**src/iper_pkg.sv**
```systemverilog
/*
 Package for the interrupt priority and extended enable register block:
 special-function addresses, page codes, bit positions, reset values,
 source numbering and the structs that carry bus accesses and requests.
 Assumes a byte-wide special-function bus with bit access and paging.
*/
package iper_pkg;

   // Special-function addresses
   localparam logic [7:0] ADDR_BASIC_PRIORITY = 8'hB8;
   localparam logic [7:0] ADDR_EXT_ENABLE_ONE = 8'hE6;
   localparam logic [7:0] ADDR_EXT_PRIORITY_ONE = 8'hF6;

   // Pages on which the extended priority register is visible
   localparam logic [7:0] PAGE_PRIO_A = 8'h00;
   localparam logic [7:0] PAGE_PRIO_B = 8'h0F;

   // Reset values; bit 7 of basic priority always reads one
   localparam logic [7:0] RST_BASIC_PRIORITY = 8'h80;
   localparam logic [7:0] RST_EXT_ENABLE_ONE = 8'h00;
   localparam logic [7:0] RST_EXT_PRIORITY_ONE = 8'h00;
   localparam logic [7:0] BASIC_PRIORITY_FIXED = 8'h80;
   localparam logic [7:0] BASIC_PRIORITY_WMASK = 8'h7F;

   // Basic priority fields
   localparam int BIT_SERIAL_PERIPH_PRIO = 6;
   localparam int BIT_TIMER_TWO_PRIO = 5;
   localparam int BIT_UART_PRIO = 4;
   localparam int BIT_TIMER_ONE_PRIO = 3;
   localparam int BIT_EXT_INT_ONE_PRIO = 2;
   localparam int BIT_TIMER_ZERO_PRIO = 1;
   localparam int BIT_EXT_INT_ZERO_PRIO = 0;

   // Extended enable / priority fields (same position in both registers)
   localparam int BIT_LIN = 7;
   localparam int BIT_TIMER_THREE = 6;
   localparam int BIT_COMPARATOR_ONE = 5;
   localparam int BIT_COMPARATOR_ZERO = 4;
   localparam int BIT_COUNTER_ARRAY = 3;
   localparam int BIT_ADC_DONE = 2;
   localparam int BIT_ADC_WINDOW = 1;
   localparam int BIT_SMBUS = 0;

   // Sources, numbered in fixed polling order (lowest number wins a tie)
   localparam int NUM_SOURCES = 15;
   localparam int SRC_W = 4;
   localparam logic [SRC_W-1:0] SRC_NONE = 4'hF;

   // One special-function access
   typedef struct packed {
      logic [7:0] addr;
      logic [7:0] page;
      logic wr;
      logic rd;
      logic bit_op;
      logic [2:0] bit_sel;
      logic [7:0] wdata;
   } iper_sfr_req_t;

   // Raw flags from peripherals, one bit per flag
   typedef struct packed {
      logic lin_pending_flag;
      logic timer_three_low_overflow;
      logic timer_three_high_overflow;
      logic comparator_one_rise_flag;
      logic comparator_one_fall_flag;
      logic comparator_zero_rise_flag;
      logic comparator_zero_fall_flag;
      logic counter_array_req;
      logic adc_done_flag;
      logic adc_window_flag;
      logic smbus_req;
   } iper_ext_flags_t;

   // Winning request presented to the core
   typedef struct packed {
      logic valid;
      logic high;
      logic [SRC_W-1:0] source;
   } iper_grant_t;

endpackage

```
**src/iper_arbiter.sv**
```systemverilog
/*
 Two-level priority picker: among pending sources, a high-priority one wins,
 then the lowest source number. A high request may preempt a running low
 routine; nothing preempts a high routine.
 Assumes pending vector is already masked by enables.
*/
`timescale 1ns/100ps
module iper_arbiter #(
   parameter int N = iper_pkg::NUM_SOURCES
) (
   // Requests
   input wire logic [N-1:0] i_pending,
   input wire logic [N-1:0] i_prio_high,
   // Level of routine now running
   input wire logic i_in_low,
   input wire logic i_in_high,
   // Winner
   output iper_pkg::iper_grant_t o_grant
);

   initial begin
      if (N > 15) begin
         $error("source count exceeds code width");
      end
   end

   logic [N-1:0] hi_req;
   logic [N-1:0] lo_req;

   always_comb begin
      hi_req = i_pending & i_prio_high;
      lo_req = i_pending & ~i_prio_high;
      o_grant = '{valid: 1'b0, high: 1'b0, source: iper_pkg::SRC_NONE};
      for (int k = N - 1; k >= 0; k--) begin
         if (lo_req[k] && !i_in_low && !i_in_high) begin
            o_grant = '{valid: 1'b1, high: 1'b0, source: iper_pkg::SRC_W'(k)};
         end
      end
      for (int k = N - 1; k >= 0; k--) begin
         if (hi_req[k] && !i_in_high) begin
            o_grant = '{valid: 1'b1, high: 1'b1, source: iper_pkg::SRC_W'(k)};
         end
      end
   end

endmodule

```
**src/iper_regs.sv**
```systemverilog
/*
 Interrupt priority and extended enable register block. Holds the basic
 priority register, the first extended enable and first extended priority
 registers, combines peripheral flags into masked requests and picks the
 request presented to the core.
 Assumes the core supplies the global enable, the classic enable bits and
 the level of the routine in service, all on i_clk. Peripheral flags come
 from logic on the same clock and are not synchronised.
*/
`timescale 1ns/100ps
// Notes on behaviour
// - Basic priority bit 7 reads one, ignores writes
// - Bit 6 sets serial port priority
// - Bits 5,3,1 set timer 2,1,0 priority
// - Bit 4 sets UART priority
// - Bits 2,0 set external 1,0 priority
// - Basic priority at B8, bit access, all pages
// - Extended enable bit 7 masks LIN
// - Bit 6 masks both timer 3 flags
// - Bit 5 masks both comparator 1 flags
// - Bit 4 masks both comparator 0 flags
// - Bit 3 masks all counter array requests
// - Bit 2 masks ADC conversion done
// - Bit 1 masks ADC window compare
// - Bit 0 masks SMBus requests
// - Extended enable at E6, all pages
// - Extended priority bit 7: LIN priority
// - Bit 6: timer 3 priority
// - Bits 5,4: comparator 1,0 priority
// - Bit 3: counter array priority
// - Bits 2,1: ADC done, window priority
// - Bit 0: SMBus priority
// - Extended priority at F6, pages 00/0F only
// - Global enable overrides every mask
module iper_regs (
   // Clock, reset, enable
   input wire logic i_clk,
   input wire logic i_rst_n,
   input wire logic i_ce,
   // Special-function bus
   input iper_pkg::iper_sfr_req_t i_sfr,
   output logic [7:0] o_rdata,
   output logic o_hit,
   // Core enable state
   input wire logic i_global_irq_enable,
   input wire logic [6:0] i_basic_enable,
   input wire logic [6:0] i_basic_pending,
   input wire logic i_in_low,
   input wire logic i_in_high,
   // Peripheral flags
   input iper_pkg::iper_ext_flags_t i_ext_flags,
   // Requests to the core
   output iper_pkg::iper_grant_t o_grant,
   output logic [iper_pkg::NUM_SOURCES-1:0] o_masked_pending,
   // Register contents
   output logic [7:0] o_basic_priority,
   output logic [7:0] o_extended_enable_one,
   output logic [7:0] o_extended_priority_one
);

   localparam int NS = iper_pkg::NUM_SOURCES;

   logic sel_basic;
   logic sel_enable;
   logic sel_prio;
   logic [7:0] basic_priority;
   logic [7:0] extended_enable_one;
   logic [7:0] extended_priority_one;
   logic [7:0] next_rdata;
   logic [7:0] rdata;
   logic [7:0] ext_req;
   logic [NS-1:0] pending;
   logic [NS-1:0] prio_high;
   iper_pkg::iper_grant_t grant;

   assign sel_basic = (i_sfr.addr == iper_pkg::ADDR_BASIC_PRIORITY);
   assign sel_enable = (i_sfr.addr == iper_pkg::ADDR_EXT_ENABLE_ONE);
   assign sel_prio = (i_sfr.addr == iper_pkg::ADDR_EXT_PRIORITY_ONE)
      && ((i_sfr.page == iper_pkg::PAGE_PRIO_A) || (i_sfr.page == iper_pkg::PAGE_PRIO_B));

   iper_sfr_reg #(
      .RESET_VALUE(iper_pkg::RST_BASIC_PRIORITY),
      .WRITE_MASK(iper_pkg::BASIC_PRIORITY_WMASK),
      .FIXED_VALUE(iper_pkg::BASIC_PRIORITY_FIXED)
   ) u_basic (
      .i_clk(i_clk),
      .i_rst_n(i_rst_n),
      .i_ce(i_ce),
      .i_wr(i_sfr.wr && sel_basic),
      .i_bit_op(i_sfr.bit_op),
      .i_bit_sel(i_sfr.bit_sel),
      .i_wdata(i_sfr.wdata),
      .o_value(basic_priority)
   );

   iper_sfr_reg #(
      .RESET_VALUE(iper_pkg::RST_EXT_ENABLE_ONE),
      .WRITE_MASK(8'hFF),
      .FIXED_VALUE(8'h00)
   ) u_enable (
      .i_clk(i_clk),
      .i_rst_n(i_rst_n),
      .i_ce(i_ce),
      .i_wr(i_sfr.wr && sel_enable && !i_sfr.bit_op),
      .i_bit_op(1'b0),
      .i_bit_sel(i_sfr.bit_sel),
      .i_wdata(i_sfr.wdata),
      .o_value(extended_enable_one)
   );

   iper_sfr_reg #(
      .RESET_VALUE(iper_pkg::RST_EXT_PRIORITY_ONE),
      .WRITE_MASK(8'hFF),
      .FIXED_VALUE(8'h00)
   ) u_prio (
      .i_clk(i_clk),
      .i_rst_n(i_rst_n),
      .i_ce(i_ce),
      .i_wr(i_sfr.wr && sel_prio && !i_sfr.bit_op),
      .i_bit_op(1'b0),
      .i_bit_sel(i_sfr.bit_sel),
      .i_wdata(i_sfr.wdata),
      .o_value(extended_priority_one)
   );

   // Read mux; bit access to the extended registers is not decoded
   // since only the basic priority register is bit-addressable
   always_comb begin
      next_rdata = rdata;
      if (i_sfr.rd) begin
         next_rdata = 8'h00;
         if (sel_basic) begin
            next_rdata = basic_priority;
         end else if (sel_enable) begin
            next_rdata = extended_enable_one;
         end else if (sel_prio) begin
            next_rdata = extended_priority_one;
         end
      end
   end

   always_ff @(posedge i_clk or negedge i_rst_n) begin
      if (!i_rst_n) begin
         rdata <= 8'h00;
      end else if (i_ce) begin
         rdata <= next_rdata;
      end
   end

   assign o_rdata = rdata;
   assign o_hit = sel_basic || sel_enable || sel_prio;

   // Extended sources ORed per enable position
   always_comb begin
      ext_req = 8'h00;
      ext_req[iper_pkg::BIT_LIN] = i_ext_flags.lin_pending_flag;
      ext_req[iper_pkg::BIT_TIMER_THREE] = i_ext_flags.timer_three_low_overflow
         || i_ext_flags.timer_three_high_overflow;
      ext_req[iper_pkg::BIT_COMPARATOR_ONE] = i_ext_flags.comparator_one_rise_flag
         || i_ext_flags.comparator_one_fall_flag;
      ext_req[iper_pkg::BIT_COMPARATOR_ZERO] = i_ext_flags.comparator_zero_rise_flag
         || i_ext_flags.comparator_zero_fall_flag;
      ext_req[iper_pkg::BIT_COUNTER_ARRAY] = i_ext_flags.counter_array_req;
      ext_req[iper_pkg::BIT_ADC_DONE] = i_ext_flags.adc_done_flag;
      ext_req[iper_pkg::BIT_ADC_WINDOW] = i_ext_flags.adc_window_flag;
      ext_req[iper_pkg::BIT_SMBUS] = i_ext_flags.smbus_req;
   end

   // Source k<7 is classic bit k; source 7+j is extended bit j.
   // Classic and extended masks, all gated by the global enable
   assign pending = i_global_irq_enable
      ? {ext_req & extended_enable_one, i_basic_pending & i_basic_enable}
      : '0;

   assign prio_high = {extended_priority_one, basic_priority[6:0]};

   iper_arbiter #(
      .N(NS)
   ) u_arb (
      .i_pending(pending),
      .i_prio_high(prio_high),
      .i_in_low(i_in_low),
      .i_in_high(i_in_high),
      .o_grant(grant)
   );

   assign o_grant = grant;
   assign o_masked_pending = pending;
   assign o_basic_priority = basic_priority;
   assign o_extended_enable_one = extended_enable_one;
   assign o_extended_priority_one = extended_priority_one;

endmodule

```
**src/iper_sfr_reg.sv**
```systemverilog
/*
 One byte-wide special-function register with whole-byte and single-bit
 writes. Bits outside the write mask are held at their fixed value.
 Assumes the decode and the write strobe come from the same clock.
*/
`timescale 1ns/100ps
module iper_sfr_reg #(
   parameter logic [7:0] RESET_VALUE = 8'h00,
   parameter logic [7:0] WRITE_MASK = 8'hFF,
   parameter logic [7:0] FIXED_VALUE = 8'h00
) (
   // Clock and reset
   input wire logic i_clk,
   input wire logic i_rst_n,
   input wire logic i_ce,
   // Write port
   input wire logic i_wr,
   input wire logic i_bit_op,
   input wire logic [2:0] i_bit_sel,
   input wire logic [7:0] i_wdata,
   // Contents
   output logic [7:0] o_value
);

   logic [7:0] value;
   logic [7:0] next_value;
   logic [7:0] merged;

   initial begin
      if ((RESET_VALUE & ~WRITE_MASK) != (FIXED_VALUE & ~WRITE_MASK)) begin
         $error("fixed bits disagree with reset value");
      end
   end

   always_comb begin
      merged = value;
      // Bit access writes only the selected bit from bit 0 of the data
      if (i_bit_op) begin
         merged[i_bit_sel] = i_wdata[0];
      end else begin
         merged = i_wdata;
      end
      next_value = value;
      if (i_wr) begin
         next_value = (merged & WRITE_MASK) | (FIXED_VALUE & ~WRITE_MASK);
      end
   end

   always_ff @(posedge i_clk or negedge i_rst_n) begin
      if (!i_rst_n) begin
         value <= RESET_VALUE;
      end else if (i_ce) begin
         value <= next_value;
      end
   end

   assign o_value = value;

endmodule

```
**config.mk**
```make
export PLATFORM = sky130hd
export DESIGN_NAME = iper_regs
export DESIGN_NICKNAME = d
export VERILOG_FILES = /design/src/iper_pkg.sv /design/src/iper_arbiter.sv /design/src/iper_regs.sv /design/src/iper_sfr_reg.sv
export SDC_FILE = /design/constraint.sdc
export NUM_CORES = 1
export LEC_CHECK = 0
export ABC_AREA = 0
export BUFFER_PORTS_ARGS = -buffer_cell sky130_fd_sc_hd__buf_2
export CAP_MARGIN = 20
export CORE_ASPECT_RATIO = 1.5
export CORE_MARGIN = 2
export CORE_UTILIZATION = 42
export DETAILED_ROUTE_END_ITERATION = 10
export PLACE_DENSITY = 0.8
export REMOVE_ABC_BUFFERS = 1
export SETUP_SLACK_MARGIN = 0.1
export SLEW_MARGIN = 15
export SYNTH_ARGS = -nofsm -noshare
export SYNTH_HDL_FRONTEND = slang
export SYNTH_SLANG_ARGS = --single-unit
```
**constraint.sdc**
```tcl
create_clock -name i_clk -period 3.3 [get_ports i_clk]
set_clock_uncertainty 0.1 [all_clocks]
set_input_delay 0.495 -clock i_clk [delete_from_list [all_inputs] [get_ports i_clk]]
set_output_delay 0.495 -clock i_clk [all_outputs]
set_load 0.03 [all_outputs]
```
==> results of run 1 <==
-- per-layer routing --
metal / wire length [um] / track usage, %
met1: 2750 / 28.5
met5: 0 / 0
met4: 322 / 15.4
met3: 548 / 3.12
met2: 4130 / 48.7
-- area by class of cell --
cell class / instances / area, um^2
tap: 68 / 85.1
inverter: 6 / 22.5
fill: 489 / 2170
multi-input combinational: 213 / 1420
timing repair buffer: 117 / 596
clock buffer: 8 / 100
sequential: 31 / 776
-- path summary, 6_finish.rpt --
| kind | end | depth (start not counted) | startpoint | slack [ns] |
|---|---|---|---|---|
| max | o_grant[0] | 8 | i_global_irq_enable | 0.26 |
| min | u_prio.o_value[6] | 1 | i_rst_n | 0.14 |
| max reg2reg | o_rdata[3] | 3 | u_basic.o_value[3] | 2.08 |
| min reg2reg | o_rdata[6] | 2 | o_rdata[6] | 0.39 |
| max in group asynchronous | o_rdata[3] | 1 | i_rst_n | 2.51 |
| min in group i_clk | u_prio.o_value[7] | 2 | i_sfr[7] | 0.36 |
-- state kept, by name (all words and copies together), names as in the netlist --
register          count
o_rdata               8
u_enable.o_value      8
u_prio.o_value        8
u_basic.o_value       7
-- power by group through the flow --
stage / Combinational (mW) / Sequential (mW) / Clock (mW)
final: 0.139 / 0.385 / 0.326
after global routing: 0.152 / 0.385 / 0.345
after CTS: 0.140 / 0.385 / 0.330
after detailed placement: 0.139 / 0.392 / 0
after global placement: 0.137 / 0.391 / 0
after floorplan: 0.0567 / 0.395 / 0
-- cell usage in the layout, fill, tap and decap left out, types with 2 or more instances in the layout --
cell	count
dfrtp_1	31
clkbuf_8	7
nor2_1	15
nand3b_1	5
and4_1	4
and3_1	11
a22o_1	6
buf_2	113
o211ai_1	4
nand4_1	2
a31oi_1	6
inv_1	6
nor3_2	2
nor3b_1	4
mux2i_1	6
o22ai_1	7
o2111ai_1	2
o31ai_1	3
nand3_1	5
a21oi_1	20
nand2_1	28
nor2b_1	3
a311oi_1	2
mux2_2	17
nor4_4	2
nor3_1	13
buf_4	4
nand2b_1	5
o21ai_0	16
-- per-stage QoR --
| stage | area [um^2] | cells | hold slack [ns] |
|---|---|---|---|
| after floorplan | 2220 | 250 | 0.0994 |
| after global placement | 2900 | 435 | 0.368 |
| after detailed placement | 2900 | 435 | 0.374 |
| after CTS | 3000 | 443 | 0.160 |
| after global routing | 3000 | 443 | 0.198 |
| final | 3000 | 443 | 0.143 |
-- logic make-up (layout without fill, tap and decap cells) --
family          count (synthesis)  count (layout)  share of synthesized area [%]
compound gates                 79              79                           23.1
buf+inv                        14             131                           2.66
other cells                     1               1                          0.166
simple gates                  110             110                           28.5
flops                          31              31                           34.4
mux                            23              23                           11.2
-- critical path, stage by stage --
cell	delay [ns]
buf_2	0.23
or3b_1	0.51
o32a_1	0.34
a221oi_2	0.24
o21ai_1	0.09
a311oi_1	0.27
nor3_1	0.09
buf_2	0.18
==> summary.txt, run 1 <==
share of cells above drive strength 1 = 40.3%
Post-Syn Area per Cell = 8.73 um^2
Worst Hold Class = input pin to async pin
Slew Limit Fails = 0
CTS hold repair buffers = 0
total number of yosys warnings = 0
initial drt markers = 202
# H-tree levels = 2
TNS Setup = 0 ns
clock power share = 38.4%
Synth top area share = 34.4%
Final Hold Vio Count = 0
RSZ-0062 raised after global routing = no
peak supply drop = 0.330 mV
CTS Buf Count = 5
Core ar. = 5160 um^2
Starting Density = 43.6%
Die Height = 93.7 um
CP max FO = 15
initial antenna violation count = 0
sequential-to-total area share from yosys stat = 34.4%
most numerous cell in the Yosys netlist = dfrtp_1
post-route setup slack = 0.261 ns
Detail Placement HPWL = 6120 um
synth cell count leaders = 31 x dfrtp_1, 28 x nand2_1, 20 x a21oi_1
Pwr per Cell Area = 284 nW/um^2
worst-margin pin slew = 0.677 ns
Bufs on Longest Clock Path = 2
outcome = completed
max frequency = 329 MHz
Tcrit/Tclk final = 92.1%
Int Power = 0.624 mW
Final Util = 58.0%
Netlist cell types = 56
async set-reset flop share out of synthesis = 100%
Sw Share = 26.6%
Post-synth EDFFs = 0
GP Congestion = 1.03
die width = 63.8 um
max_slew headroom = 54.9%
Area Overhead vs Synth = 33.0%
post-CTS setup buffers = 0
Skew-Pair Late Insertion Delay = 0.28 ns
GR Overflow Total = 0
Resize count post-CTS = 0
I/O Pins = 115
Combinational Power Share = 16.4%
Leak = 1.56 nW
routed wire length = 7760 um
CP required = 2.70 ns
switching power = 0.226 mW
n_diodes = 0
Routed Antenna Nets = 0
area leader, netlist = dfrtp_1
Clock Sinks = 31
dpl ws = 0.303 ns
vias per std cell = 5.95
max cap viols = 0
clock tree root buffer cell = clkbuf_8
flops & latches, synth = 31
GR Util All Layers = 26.5%
clk slew on worst S/H paths = 0.06 ns
Worst Setup End Kind = output pin
Setup crit start kind = input pin
CTS tree = done
Post-Synthesis Cell Area = 2250 um^2
final count of negative-setup-slack endpoints = 0
Area contributors post-synth = dfrtp_1 34%, mux2_2 8.5%, nand2_1 4.7%
nets@finish = 435
Post-synth top flop = dfrtp_1
via count of the routed design = 2635
total power = 0.851 mW
Row Count = 32
vias in the first global route = 2560
1st-pass router iterations = 5
Mapped Cells = 258
Flop pwr share = 45.2%
die area = 5980 um^2
first-pass GRT wire length = 12200 um
DRC viols = 0
min cycle time layout = 3.04 ns
critical path arrival = 2.44 ns
IO Port Bufs = 113
largest net degree at the start of global routing = 32
WS Path Type = input pin to output pin
routed len/inst = 17.5 um
(Power assumes the default switching activity.)
==> inputs of run 2 (changes only) <==
==> constraint.sdc (replaced) <==
create_clock -name i_clk -period 3.7 [get_ports i_clk]
set_clock_uncertainty 0.1 [all_clocks]
set_input_delay 0.185 -clock i_clk [delete_from_list [all_inputs] [get_ports i_clk]]
set_output_delay 0.185 -clock i_clk [all_outputs]
set_load 0.03 [all_outputs]
==> run 2 against run 1 <==
Compared with the run above: worst setup slack gained 0.86 ns; final cell count decreased by 0.68%; die area stayed put; utilization decreased by 0.61 points; power is 14% lower; wire length fell by 2.8%; via count down 0.23%; sequential share of layout area is 0.27 points higher; sequential power is 11% lower; non-clock buffer count down 3; hold slack got worse by 0.092 ns; combinational power is 11% lower.
==> summary.txt, run 2 (synthesized netlist as in run 1, its figures left out) <==
outcome = completed
Setup crit start kind = flip-flop
max cap viols = 0
DRC viols = 0
first-pass GRT wire length = 11600 um
Worst Hold Class = input pin to flip-flop
Clock Sinks = 31
clk slew on worst S/H paths = 0.06 ns
min cycle time layout = 2.58 ns
GR Util All Layers = 25.1%
nets@finish = 432
CTS tree = done
Starting Density = 43.6%
largest net degree at the start of global routing = 32
Detail Placement HPWL = 5910 um
Resize count post-CTS = 0
CP max FO = 5
hold path depth = 2
reg2reg start = u_basic.o_value[3]
total power = 0.727 mW
initial drt markers = 245
final count of negative-setup-slack endpoints = 0
Worst setup startpoint = u_enable.o_value[1]
routed wire length = 7540 um
I/O Pins = 115
Area Overhead vs Synth = 31.6%
peak supply drop = 0.242 mV
Core ar. = 5160 um^2
IO Port Bufs = 113
Die Height = 93.7 um
GP Congestion = 1.03
Tcrit/Tclk final = 69.8%
most frequent cells in the layout = 113 x buf_2, 31 x dfrtp_1, 28 x nand2_1
TNS Setup = 0 ns
Slew Limit Fails = 0
Leak = 1.53 nW
Final Util = 57.4%
WS Path Type = flip-flop to output pin
critical path arrival = 2.30 ns
Final Hold Vio Count = 0
Routed Antenna Nets = 0
initial antenna violation count = 0
Final Instance Count excl. Fillers = 440
vias in the first global route = 2482
1st-pass router iterations = 4
share of cells above drive strength 1 = 39.8%
Row Count = 32
vias per std cell = 5.98
RSZ-0062 raised after global routing = no
post-route setup slack = 1.12 ns
Pwr per Cell Area = 245 nW/um^2
max frequency = 387 MHz
GR Overflow Total = 0
R2R cell count = 3
# H-tree levels = 2
CP required = 3.41 ns
CTS Buf Count = 5
worst-margin pin slew = 0.740 ns
die width = 63.8 um
Hold Crit Start = i_sfr[7]
Skew-Pair Late Insertion Delay = 0.28 ns
most common cell after layout, fill and taps aside = buf_2
clock tree root buffer cell = clkbuf_8
max_slew headroom = 50.4%
n_diodes = 0
via count of the routed design = 2629
routed len/inst = 17.1 um
dpl ws = 1.26 ns
Worst Setup End Kind = output pin
Bufs on Longest Clock Path = 2
die area = 5980 um^2
Placed Instances = 431
-- run 2: cell count changes in the layout (fill, tap and decap cells not counted) --
cell	change
clkinv_2	+1
buf_4	-4
dlygate4sd3_1	+1
clkbuf_8	-2
clkbuf_1	-1
clkinvlp_4	+2
-- run 2: where the power goes --
| group | leakage, nW | internal, mW | switching [mW] |
|---|---|---|---|
| combinational | 1.06 | 0.0465 | 0.0772 |
| sequential | 0.433 | 0.341 | 0.00246 |
| clock | 0.0402 | 0.131 | 0.130 |
-- run 2: layer usage --
metal | GRT usage [%] | part of all wire, %
met1 | 27.2 | 36
met4 | 12.1 | 2.4
met5 | 0 | 0
met2 | 46.0 | 54
met3 | 4.44 | 7.5
-- run 2: timing repair --
item | 4_1_cts | 5_1_grt
hold endpoints to repair | 31 | 0
hold buffers | 1 | 0
setup buffers | 0 | 0
-- run 2: worst paths after layout --
path | to | slack, ns
hold reg to reg | o_rdata[6] | 0.38
min in group asynchronous | o_rdata[6] | 0.40
hold / removal | u_prio.o_value[7] | 0.05
max in group asynchronous | u_basic.o_value[4] | 2.65
setup / recovery | o_grant[5] | 1.12
setup reg to reg | o_rdata[3] | 2.47
-- run 2: worst max-delay path, cell delays in order, from the launching register on --
cell and delay (ns):
dfrtp_1 0.44, nand4_1 0.23, a21boi_0 0.33, a31oi_1 0.18
nor3_1 0.29, nand3_1 0.15, nand4b_1 0.21, buf_2 0.20
-- run 2: layout make-up --
type / count / area [um^2]
Clock buffer: 5 / 68.8
Clock inverter: 3 / 20.0
Fill cell: 474 / 2200
Inverter: 6 / 22.5
Multi-Input combinational cell: 213 / 1420
Sequential cell: 31 / 776
Tap cell: 68 / 85.1
Timing Repair Buffer: 114 / 576
-- run 2: per-stage QoR --
stage	area, um^2	hold slack, ns
6_report	2970	0.0515
5_1_grt	2970	0.0523
4_1_cts	2970	0.0534
3_5_place_dp	2870	0.162
3_3_place_gp	2870	0.149
2_1_floorplan	2220	-0.211
==> inputs of run 3 (changes only) <==
ABC_AREA = 1   (was 0)
clock period = 2.7 ns   (was 3.7 ns; I/O delays follow)
==> run 3 against run 2 <==
Compared with the run above: final cell count up 27%; hold slack worse by 0.026 ns; wire length up 6.2%; sequential power up 39%; sequential share of layout area down 1.8 points; die area up 1.0%; non-clock buffer count up 22; first-iteration DRC count down 23%; power up 50%; largest power group unchanged.
==> summary.txt, run 3 <==
outcome = completed
max cap viols = 0
vias per std cell = 5.25
n_diodes = 0
GR Overflow Total = 0
Synth top area share = 34.1%
Post-synth top flop = dfrtp_1
via count of the routed design = 2939
total power = 1.09 mW
Max stage delay on crit path = 0.37 ns
Final Instance Area = 3180 um^2
IO Port Bufs = 113
Setup crit start kind = flip-flop
share of cells above drive strength 1 = 33.3%
Die Height = 94.2 um
1st-pass router iterations = 6
die width = 64.1 um
Slew Limit Fails = 0
CP max FO = 2
largest net degree at the start of global routing = 32
Detail Placement HPWL = 6200 um
Starting Density = 43.8%
first-pass GRT wire length = 12800 um
# H-tree levels = 2
max_slew headroom = 50.2%
clk slew on worst S/H paths = 0.07 ns
WS Path Type = flip-flop to output pin
Critical-path top delay cell = dfrtp_1
post-route setup slack = 0.0152 ns
max frequency = 372 MHz
die area = 6040 um^2
Worst Hold Class = input pin to flip-flop
CTS tree = done
Clock Sinks = 31
most numerous cell in the Yosys netlist = nand2_1
vias in the first global route = 2735
synth cell count leaders = 97 x nand2_1, 49 x inv_1, 39 x o21ai_0
final count of negative-setup-slack endpoints = 0
RSZ-0062 raised after global routing = yes
Row Count = 32
most frequent cells in the layout = 111 x buf_2, 96 x nand2_1, 48 x inv_1
Skew-Pair Late Insertion Delay = 0.29 ns
GP Congestion = 0.905
flops & latches, synth = 31
sequential-to-total area share from yosys stat = 34.1%
min cycle time layout = 2.68 ns
Leak = 1.89 nW
async set-reset flop share out of synthesis = 100%
initial antenna violation count = 0
CTS Buf Count = 5
initial drt markers = 188
Area contributors post-synth = dfrtp_1 34%, nand2_1 16%, o21ai_0 8.6%
Routed Antenna Nets = 0
total number of yosys warnings = 0
Core ar. = 5200 um^2
most common cell after layout, fill and taps aside = buf_2
Post-Syn Area per Cell = 6.40 um^2
DRC viols = 0
critical path arrival = 2.45 ns
Area Overhead vs Synth = 39.6%
I/O Pins = 115
Post-DP Area = 2960 um^2
Pwr per Cell Area = 343 nW/um^2
Final Hold Vio Count = 0
CP required = 2.47 ns
dpl ws = 0.242 ns
peak supply drop = 0.228 mV
routed len/inst = 14.3 um
Bufs on Longest Clock Path = 2
worst-margin pin slew = 0.741 ns
area leader, netlist = dfrtp_1
Netlist cell types = 33
Crit path max-delay family = simple AND/OR/NAND/NOR gates
GR Util All Layers = 27.4%
Worst Setup End Kind = output pin
Post-synth EDFFs = 0
CP dominant cell by count = nand2_1
Mapped Cells = 356
Post-Synthesis Cell Area = 2280 um^2
routed wire length = 8010 um
clock tree root buffer cell = clkbuf_8
Tcrit/Tclk final = 99.4%
nets@finish = 552
WP buf/inv = 1
## run 3: power by group
part	internal [mW]	switching (mW)	total [mW]	leakage, nW
Combinational	0.0753	0.134	0.209	1.42
Sequential	0.470	0.00595	0.476	0.425
Clock	0.232	0.172	0.405	0.0515
Total	0.778	0.312	1.09	1.89
## run 3: final timing paths
kind,startpoint,endpoint,slack (ns),cells after the start
min reg2reg,o_rdata[6],o_rdata[6],0.39,2
max,u_enable.o_value[6],o_grant[0],0.02,31
max reg2reg,u_enable.o_value[6],o_rdata[6],1.51,6
min,i_sfr[2],u_prio.o_value[2],0.03,3
max in group asynchronous,i_rst_n,o_rdata[5],1.73,2
min in group asynchronous,i_rst_n,u_enable.o_value[1],0.32,2
## run 3: area by class of cell
type / count / area [um^2]
multi-input cells: 265 / 1270
repair buffers: 136 / 749
inverters: 52 / 195
clock buffers: 8 / 100
flip-flops and latches: 31 / 776
fillers: 518 / 2030
well taps: 68 / 85.1
## run 3: logic make-up after synthesis
group | synth area share, %
AND/OR/NAND/NOR | 39.0
other | 0.165
buffers and inverters | 10.6
flip-flops | 34.1
AO/OA/AOI/OAI | 16.2
## run 3: per-layer routing
metal  vias to the layer above  track usage (%)  part of all wire, %
li1                       1429                -                    -
met1                      1331             32.4                   39
met2                       145             48.3                   50
met3                        34             3.60                  7.0
met4                         0             13.3                  4.8
met5                         -                0                    0
## run 3: through the flow
stage                     setup TNS (ns)  std cells  utilization [%]  hold WS [ns]
final                                  0        560             61.1        0.0256
after global placement                 0        540             56.9         0.104
after global routing              -0.305        560             61.1        0.0453
after floorplan                        0        348                -        -0.261
after detailed placement               0        540             56.9         0.107
after CTS                              0        556             60.3        0.0303
## run 3: timing repair
item                                    in CTS  in global routing
endpoints found under the setup margin       1                  2
gates resized for setup                      3                  5
setup buffers                                7                  4
hold endpoints to repair                    31                  0
pin swaps                                    2                  2
hold buffers                                 1                  0
## run 3: worst register-to-register path, cell delays in order (launching register included)
cell and delay, ns:
dfrtp_1 0.40, buf_4 0.13, buf_4 0.13, nand2_1 0.06, nand2_1 0.05, a31oi_1 0.13
o21ai_0 0.08
